## config.mk

```make
export PLATFORM = sky130hd
export DESIGN_NAME = icsc_ctrl
export DESIGN_NICKNAME = d
export VERILOG_FILES = /design/src/core/icsc_pkg.sv /design/src/core/icsc_warm_reset.sv /design/src/core/icsc_ctrl.sv
export SDC_FILE = /design/constraint.sdc
export NUM_CORES = 1
export LEC_CHECK = 0
export BUFFER_PORTS_ARGS = -buffer_cell sky130_fd_sc_hd__buf_2
export CORE_MARGIN = 2
export CORE_UTILIZATION = 50
export DETAILED_ROUTE_END_ITERATION = 10
export GPL_ROUTABILITY_DRIVEN = 0
export HOLD_SLACK_MARGIN = 0.05
export PLACE_DENSITY = 0.81
export SYNTH_ARGS = -nofsm -noshare
export SYNTH_HDL_FRONTEND = slang
export SYNTH_HIERARCHICAL = 1
export SYNTH_SLANG_ARGS = --single-unit
```

## constraint.sdc

```tcl
create_clock -name clk_i -period 2.4 [get_ports clk_i]
set_input_delay 0.12 -clock clk_i [delete_from_list [all_inputs] [get_ports clk_i]]
set_output_delay 0.12 -clock clk_i [all_outputs]
set_load 0.1 [all_outputs]
```

## src/core/icsc_pkg.sv

```systemverilog
package icsc_pkg;

  // ==========================================================================
  // Register map
  localparam logic [5:0] CTRL_OFFSET    = 6'h00;
  localparam logic [5:0] STATUS_OFFSET  = 6'h04;

  // ==========================================================================
  // Control register field positions
  localparam int ONES_LSB               = 26;
  localparam int ONES_W                 = 6;
  localparam int GAME_BASE_LSB          = 24;
  localparam int GPIO_IN_LSB            = 20;
  localparam int GPIO_OUT_LSB           = 16;
  localparam int FMT_BIT                = 15;
  localparam int WARM_RST_BIT           = 14;
  localparam int REC_STOP_BIT           = 13;
  localparam int PWR_MASK_BIT           = 12;
  localparam int REC_SRC_BIT            = 11;
  localparam int VOICE_MASK_BIT         = 10;
  localparam int CURRENT_POWERDOWN_LEVEL_LSB              = 8;
  localparam int MEM_BLOCK_BIT          = 7;
  localparam int FM_EN_BIT              = 6;
  localparam int WAVE_EN_BIT            = 5;
  localparam int REC_EN_BIT             = 4;
  localparam int UART_EN_BIT            = 3;
  localparam int GAME_EN_BIT            = 2;
  localparam int XTAL_GATE_BIT          = 1;
  localparam int PCI_GATE_BIT           = 0;

  // ==========================================================================
  // Reset values and widths
  localparam int GPIO_W                 = 4;
  localparam logic [31:0] CTRL_RESET    = 32'hfc0f_0000;
  localparam logic [31:0] CTRL_WMASK    = 32'h03_0f_ffff;
  localparam logic [3:0]  GPIO_OUT_RST  = 4'hf;
  localparam logic [31:0] STATUS_ONES   = 32'h7fff_fe00;
  localparam int STATUS_IRQ_BIT         = 31;
  localparam int STATUS_PWR_BIT         = 5;
  localparam int STATUS_VOICE_BIT       = 4;

  // Game port bases, indexed by the two-bit select field
  localparam logic [15:0] GAME_BASE_0   = 16'h0200;
  localparam logic [15:0] GAME_BASE_STEP = 16'h0008;

  // Warm codec reset pulse: held at least 1 us
  localparam int CLK_MHZ                = 100;
  localparam int WARM_RST_NS            = 1000;
  localparam int WARM_RST_CYC           = (WARM_RST_NS * CLK_MHZ + 999) / 1000;

  typedef enum logic [2:0] {
    WR_IDLE  = 3'b001,
    WR_PULSE = 3'b010,
    WR_WAIT  = 3'b100
  } icsc_warm_state_type;

endpackage : icsc_pkg

```

## src/core/icsc_warm_reset.sv

```systemverilog
`timescale 1ns/1ps
// Stretches a control bit rise into a sync pulse of fixed least width.
module icsc_warm_reset (
  input  wire logic clk_i,
  input  wire logic rst_i,
  input  wire logic ctl_i,
  output logic      sync_o
);
  import icsc_pkg::*;

  typedef struct packed {
    icsc_warm_state_type st;
    logic [15:0]         cnt;
    logic                prev;
  } icsc_wr_type;

  icsc_wr_type s_r;
  icsc_wr_type s_nxt;

  always_comb begin
    s_nxt      = s_r;
    s_nxt.prev = ctl_i;
    unique case (s_r.st)
      WR_IDLE: begin
        if (ctl_i && !s_r.prev) begin
          s_nxt.st  = WR_PULSE;
          s_nxt.cnt = 16'(WARM_RST_CYC - 1);
        end
      end
      WR_PULSE: begin
        if (s_r.cnt == 16'h0000) begin
          s_nxt.st = WR_WAIT;
        end else begin
          s_nxt.cnt = s_r.cnt - 16'h0001;
        end
      end
      WR_WAIT: begin
        // Pulse only repeats after software lowers the bit again
        if (!ctl_i) begin
          s_nxt.st = WR_IDLE;
        end
      end
      default: s_nxt.st = WR_IDLE;
    endcase
  end

  always_ff @(posedge clk_i or posedge rst_i) begin
    if (rst_i) begin
      s_r <= '{st: WR_IDLE, cnt: 16'h0000, prev: 1'b0};
    end else begin
      s_r <= s_nxt;
    end
  end

  assign sync_o = (s_r.st == WR_PULSE);
endmodule : icsc_warm_reset

```

## src/core/icsc_ctrl.sv

```systemverilog
`timescale 1ns/1ps
// Contract
// [RQ1] Byte, word, longword writes at offset zero
// [RQ2] Power-on value with outputs high, enables clear
// [RQ3] Top six bits read ones, ignore writes
// [RQ4] Two-bit select picks game port base
// [RQ5] Input field reads live pin levels
// [RQ6] Output bit low drives pin low
// [RQ7] Format bit selects serial framing style
// [RQ8] Warm codec reset from control bit
// [RQ9] Record stop blocks record transfers
// [RQ10] Power mask enables power-change interrupt
// [RQ11] Record source: codec ADC or I2S
// [RQ12] Voice mask enables voice interrupts
// [RQ13] Interrupt while power state differs
// [RQ14] Software matches level to clear interrupt
// [RQ15] Test bit blocks internal memory access
// [RQ16] Three channel enable bits
// [RQ17] Channel restarts on low-then-high enable
// [RQ18] UART enable bit
// [RQ19] Game port enable bit
// [RQ20] Crystal clock gate bit
// [RQ21] Host bus clock gate, except here
// [RQ22] Power interrupt on INTA only if enabled
// [RQ23] Summary flag at status bit 31
// [RQ24] Sources tracked regardless of mask; status bit 4 shows voice only while the voice mask bit is set
module icsc_ctrl (
  input  wire logic        clk_i,
  input  wire logic        rst_i,
  // Register access
  input  wire logic [5:0]  addr_i,
  input  wire logic        wr_i,
  input  wire logic [3:0]  be_i,
  input  wire logic [31:0] wdata_i,
  output logic [31:0]      rdata_o,
  // Power state from configuration space
  input  wire logic [1:0]  cfg_power_state_i,
  // Interrupt sources
  input  wire logic        voice_irq_i,
  input  wire logic        fm_irq_i,
  input  wire logic        wave_irq_i,
  input  wire logic        rec_irq_i,
  input  wire logic        uart_irq_i,
  input  wire logic [1:0]  voice_code_i,
  input  wire logic        codec_sync_err_i,
  output logic             inta_n_o,
  // General purpose pins
  input  wire logic [3:0]  gpio_i,
  output logic [3:0]       gpio_o,
  output logic [3:0]       gpio_oe_o,
  // Controls to the rest of the chip
  output logic [15:0]      game_port_base_o,
  output logic             compressed_audio_serial_format_o,
  output logic             codec_warm_reset_o,
  output logic             record_stop_o,
  output logic             record_source_select_o,
  output logic             memory_bus_block_test_o,
  output logic             fm_playback_enable_o,
  output logic             wave_playback_enable_o,
  output logic             record_enable_o,
  output logic             fm_restart_o,
  output logic             wave_restart_o,
  output logic             record_restart_o,
  output logic             uart_enable_o,
  output logic             game_port_enable_o,
  output logic             crystal_clock_gate_o,
  output logic             host_bus_clock_gate_o
);
  import icsc_pkg::*;

  // ==========================================================================
  // State
  typedef struct packed {
    logic [31:0] ctrl;
    logic [2:0]  restart;
    logic [31:0] rdata;
    logic        irq;
  } icsc_state_type;

  icsc_state_type s_r;
  icsc_state_type s_nxt;

  function automatic logic [31:0] be_mask(input logic [3:0] be);
    be_mask = {{8{be[3]}}, {8{be[2]}}, {8{be[1]}}, {8{be[0]}}};
  endfunction : be_mask

  logic [31:0] wmask;
  logic        pwr_pending;
  logic        voice_pending;
  logic        any_pending;
  logic [31:0] status_view;
  logic [31:0] ctrl_view;
  logic [2:0]  en_old;
  logic [2:0]  en_new;

  // ==========================================================================
  // Next state
  always_comb begin
    s_nxt = s_r;
    // [RQ1] byte lane writes
    // [RQ3] top bits protected
    wmask = be_mask(be_i) & CTRL_WMASK;
    if (wr_i && addr_i == CTRL_OFFSET) begin
      s_nxt.ctrl = (s_r.ctrl & ~wmask) | (wdata_i & wmask);
    end
    // [RQ17] restart on low-then-high
    en_old = {s_r.ctrl[FM_EN_BIT], s_r.ctrl[WAVE_EN_BIT], s_r.ctrl[REC_EN_BIT]};
    en_new = {s_nxt.ctrl[FM_EN_BIT], s_nxt.ctrl[WAVE_EN_BIT], s_nxt.ctrl[REC_EN_BIT]};
    s_nxt.restart = en_new & ~en_old;

    // [RQ13] level mismatch interrupt
    pwr_pending = (cfg_power_state_i != s_r.ctrl[CURRENT_POWERDOWN_LEVEL_LSB +: 2]);
    // [RQ24] sources tracked unmasked
    voice_pending = voice_irq_i;
    // [RQ23] summary of all sources
    any_pending = pwr_pending | voice_pending | fm_irq_i | wave_irq_i
                | rec_irq_i | uart_irq_i;
    // [RQ10] power mask gating
    // [RQ22] INTA only while enabled
    // [RQ12] voice mask gating
    s_nxt.irq = (pwr_pending & s_r.ctrl[PWR_MASK_BIT])
              | (voice_pending & s_r.ctrl[VOICE_MASK_BIT])
              | fm_irq_i | wave_irq_i | rec_irq_i | uart_irq_i;

    status_view = STATUS_ONES;
    status_view[STATUS_IRQ_BIT]   = any_pending;
    status_view[8]                = codec_sync_err_i;
    status_view[7:6]              = voice_code_i;
    status_view[STATUS_PWR_BIT]   = pwr_pending;
    status_view[STATUS_VOICE_BIT] = voice_pending & s_r.ctrl[VOICE_MASK_BIT];
    status_view[3:0] = {uart_irq_i, fm_irq_i, wave_irq_i, rec_irq_i};

    ctrl_view = s_r.ctrl;
    // [RQ3] read as ones
    ctrl_view[ONES_LSB +: ONES_W] = '1;
    // [RQ5] live pin levels
    ctrl_view[GPIO_IN_LSB +: GPIO_W] = gpio_i;

    unique case (addr_i)
      CTRL_OFFSET:   s_nxt.rdata = ctrl_view;
      STATUS_OFFSET: s_nxt.rdata = status_view;
      default:       s_nxt.rdata = 32'h0000_0000;
    endcase
  end

  // ==========================================================================
  // Registers
  always_ff @(posedge clk_i or posedge rst_i) begin
    if (rst_i) begin
      // [RQ2] power-on value
      s_r <= '{ctrl: CTRL_RESET, restart: 3'h0, rdata: 32'h0000_0000, irq: 1'b0};
    end else begin
      s_r <= s_nxt;
    end
  end

  icsc_warm_reset u_warm (
    .clk_i  (clk_i),
    .rst_i  (rst_i),
    // [RQ8] warm reset pulse
    .ctl_i  (s_r.ctrl[WARM_RST_BIT]),
    .sync_o (codec_warm_reset_o)
  );

  // ==========================================================================
  // Outputs
  assign rdata_o  = s_r.rdata;
  assign inta_n_o = ~s_r.irq;

  // [RQ6] open-drain style low drive
  genvar g;
  generate
    for (g = 0; g < GPIO_W; g++) begin : g_gpio
      assign gpio_o[g]    = 1'b0;
      assign gpio_oe_o[g] = ~s_r.ctrl[GPIO_OUT_LSB + g];
    end
  endgenerate

  // [RQ4] base select
  assign game_port_base_o = GAME_BASE_0
                          + (GAME_BASE_STEP * {14'h0000, s_r.ctrl[GAME_BASE_LSB +: 2]});
  // [RQ7] framing select
  assign compressed_audio_serial_format_o = s_r.ctrl[FMT_BIT];
  // [RQ9] record stop
  assign record_stop_o           = s_r.ctrl[REC_STOP_BIT];
  // [RQ11] record source
  assign record_source_select_o  = s_r.ctrl[REC_SRC_BIT];
  // [RQ15] memory block test
  assign memory_bus_block_test_o = s_r.ctrl[MEM_BLOCK_BIT];
  // [RQ16] channel enables
  assign fm_playback_enable_o    = s_r.ctrl[FM_EN_BIT];
  assign wave_playback_enable_o  = s_r.ctrl[WAVE_EN_BIT];
  assign record_enable_o         = s_r.ctrl[REC_EN_BIT];
  assign fm_restart_o            = s_r.restart[2];
  assign wave_restart_o          = s_r.restart[1];
  assign record_restart_o        = s_r.restart[0];
  // [RQ18] UART enable
  assign uart_enable_o           = s_r.ctrl[UART_EN_BIT];
  // [RQ19] game port enable
  assign game_port_enable_o      = s_r.ctrl[GAME_EN_BIT];
  // [RQ20] crystal gate
  assign crystal_clock_gate_o    = s_r.ctrl[XTAL_GATE_BIT];
  // [RQ21] host clock gate, this block stays clocked
  assign host_bus_clock_gate_o   = s_r.ctrl[PCI_GATE_BIT];
endmodule : icsc_ctrl

```

==> results.toml <==
[timing]
drv_slew = 0
finalHoldViolCount = 0
fin_setup_tns_ns = 0
relSlewSlack = 0.488
max_clock_freq_mhz = 501
min_period_over_period = 0.831
rsz0062_at_grt = "no"
fin_skew_ns = 0.00494
tightest_slew_ns = 0.768
final.min_clock_period_ns = 1.99
final-setup-viol-count = 0

[pwr]
p_leak_nw = 2.38
p_sw_mw = 1.21
p_seq_frac = 0.417
fin_total_pwr_mw = 3.62
ir_worst_vdd_uv = 496
clockPowerShare = 0.330
sw_frac_of_total = 0.334
power_density_nw_per_um2 = 809
combPwrFrac = 0.253
p_int_mw = 2.41

[global_route]
grt_pass1_vias = 2735
antenna_found_initial = 0
grt_max_degree = 31
grt_usage = 0.223
overflow = 0
grt_pass1_wl_mm = 13.0

[setup_path]
crit_type = "register to output port"
arrival_ns = 1.87
start_kind = "register"
critPathCaptureType = "output port"
critPathRequiredTime_ns = 2.28
crit_fanout = 7

[drt]
drc = 0
routedWlPerCell_um = 15.2
num_vias = 2664
first_pass_iters = 4
ant_nets = 0
viasPerCell = 4.94
drt_wl_total_mm = 8.17
drt_iter0_markers = 117

[synthesis]
synth-edff-count = 0
ys_seq_area_frac = 0.514
muxShareOfSynthArea = 0.101
synth_warnings = 6
postSynthCellCount = 334
yosys-top-cells-count = "dfrtp_1, nor2_1, buf_4"
yosysTopAreaCell = "dfrtp_1"
yosys.area_share.simple = 0.165
synth_compound_area_frac = 0.0464
yosysMostFrequentCell = "dfrtp_1"
synthArstFlopShare = 1.00
synth_area_leaders = "dfrtp_1, buf_4, nor2_1"
ys_ff_latch = 74
syn_area_per_cell_um2 = 10.8
synth.cell_area_um2 = 3610
netlist.area_leader.share = 0.478
synth_top_family_by_area = "simple AND/OR/NAND/NOR gates"
synth_fa_ha_area_frac = 0.00346
synth_ff_type = "dfrtp_1"
synth_cell_types = 49
yosys.area_share.xor_xnor = 0.0315

[floorplan]
rows = 30
start_util = 0.523
chipHeight_um = 89.0
pin_count = 131
die_w_um = 89.0
dieArea_um2 = 7920
core_region_area_um2 = 6910

[cts]
cts_buffer_depth = 2
cts-resized-gates = 0
cts.clk_slew.worst_paths_ns = 0.07
cts_tree = "done"
cts-root-buf = "clkbuf_8"
cts_num_sinks = 74
cts_made_buffers = 9
h-tree-depth = 3
clk_latency_ns = 0.35

[final_layout]
diodes = 0
nets = 498
drive_gt1_frac = 0.361
fin_util = 0.647
area_delta_synth_final_pct = 23.8

[flow_run]
cap_violations = 0

[place]
dp_hpwl_mm = 5.29
io_buffers = 102

[status]
status = "complete, no violations"

[min_path]
min-delay-path-class = "input port to register"
-- cell families (layout without fill, tap and decap cells) --
family,after synthesis,after routing
multiplexers,31,31
XOR/XNOR,13,13
AO/OA/AOI/OAI,26,26
adder cells (fa/ha/maj),1,1
buffers and inverters,75,168
AND/OR/NAND/NOR,112,112
flip-flops,74,74
other,2,18
-- metal layers --
metal / vias to the layer above / global-route usage / part of all wire
met5: - / 0 / 0
met4: 0 / 0.0923 / 0.018
met3: 16 / 0.0729 / 0.059
met2: 98 / 0.389 / 0.55
met1: 1295 / 0.252 / 0.37
li1: 1255 / - / -
-- through the flow --
| step | std cells | worst slack [ns] | hold WS, ns | cell area [µm²] |
|---|---|---|---|---|
| finish | 539 | 0.406 | 0.0612 | 4470 |
| global route | 539 | 0.262 | 0.0616 | 4470 |
| CTS | 539 | 0.401 | 0.0572 | 4470 |
| detailed placement | 490 | 0.452 | 0.169 | 3890 |
| global placement | 490 | 0.499 | 0.154 | 3890 |
| floorplan | 350 | 0.401 | 0.0831 | 3670 |
-- power groups by stage --
stage / registers (mW) / logic (mW) / clock network (mW)
floorplan: 1.61 / 0.634 / 0
global placement: 1.51 / 0.835 / 0
detailed placement: 1.53 / 0.862 / 0
CTS: 1.50 / 0.908 / 1.20
global route: 1.53 / 0.985 / 1.27
finish: 1.51 / 0.915 / 1.19
-- what timing repair did --
action | 4_1_cts | 5_1_grt
hold endpoints to repair | 70 | 0
setup buffers | 0 | 0
hold buffers | 33 | 0
-- cell type report --
type,count,area (µm²)
fill,492,2440
sequential,74,1860
multi-input combinational,201,1320
timing repair buffer,139,871
clock buffer,11,151
tap,96,120
clock inverter,5,100
inverter,13,48.8
-- final timing paths --
path,start,end,slack (ns),cells past startpoint
setup / recovery,u_warm/s_r[19],codec_warm_reset_o,0.41,4
hold / removal,wave_irq_i,rdata_o[1],0.06,3
setup reg to reg,u_warm/s_r[12],u_warm/s_r[5],0.41,5
hold reg to reg,register,u_warm/s_r[0],0.48,0
max in group asynchronous,rst_i,u_warm/s_r[3],1.44,3
min in group asynchronous,rst_i,asynchronous set/reset pin,0.34,3
-- placed cells by master, fill, tap and decap left out, types with 2 or more instances in the layout --
| cell | synthesis | layout |
|---|---|---|
| a211oi_1 | 6 | 6 |
| a21oi_1 | 8 | 8 |
| a31oi_1 | 2 | 2 |
| and3_1 | 2 | 2 |
| buf_2 | 4 | 102 |
| buf_4 | 53 | 4 |
| bufinv_16 | 0 | 3 |
| clkbuf_8 | 0 | 11 |
| clkinv_2 | 0 | 2 |
| conb_1 | 2 | 18 |
| dfrtp_1 | 69 | 69 |
| dfstp_2 | 5 | 5 |
| dlygate4sd3_1 | 0 | 33 |
| inv_1 | 13 | 12 |
| mux2_2 | 15 | 15 |
| mux2_4 | 7 | 7 |
| mux2i_1 | 9 | 9 |
| nand2_1 | 8 | 8 |
| nand2b_1 | 4 | 4 |
| nand3_1 | 3 | 3 |
| nand4_1 | 6 | 6 |
| nand4_2 | 2 | 2 |
| nor2_1 | 59 | 59 |
| nor2b_1 | 3 | 3 |
| nor3_1 | 5 | 5 |
| nor3b_1 | 4 | 4 |
| o21ai_1 | 3 | 3 |
| or3_1 | 3 | 3 |
| xnor2_1 | 8 | 8 |
| xor2_1 | 5 | 5 |
-- worst max-delay path: stages (launching register included) --
cell and delay [ns]:
dfrtp_1 0.45, nand2b_1 0.19, or2_2 0.30, inv_1 0.14
buf_2 0.45
Note: power is estimated with default switching activity, not from simulation.
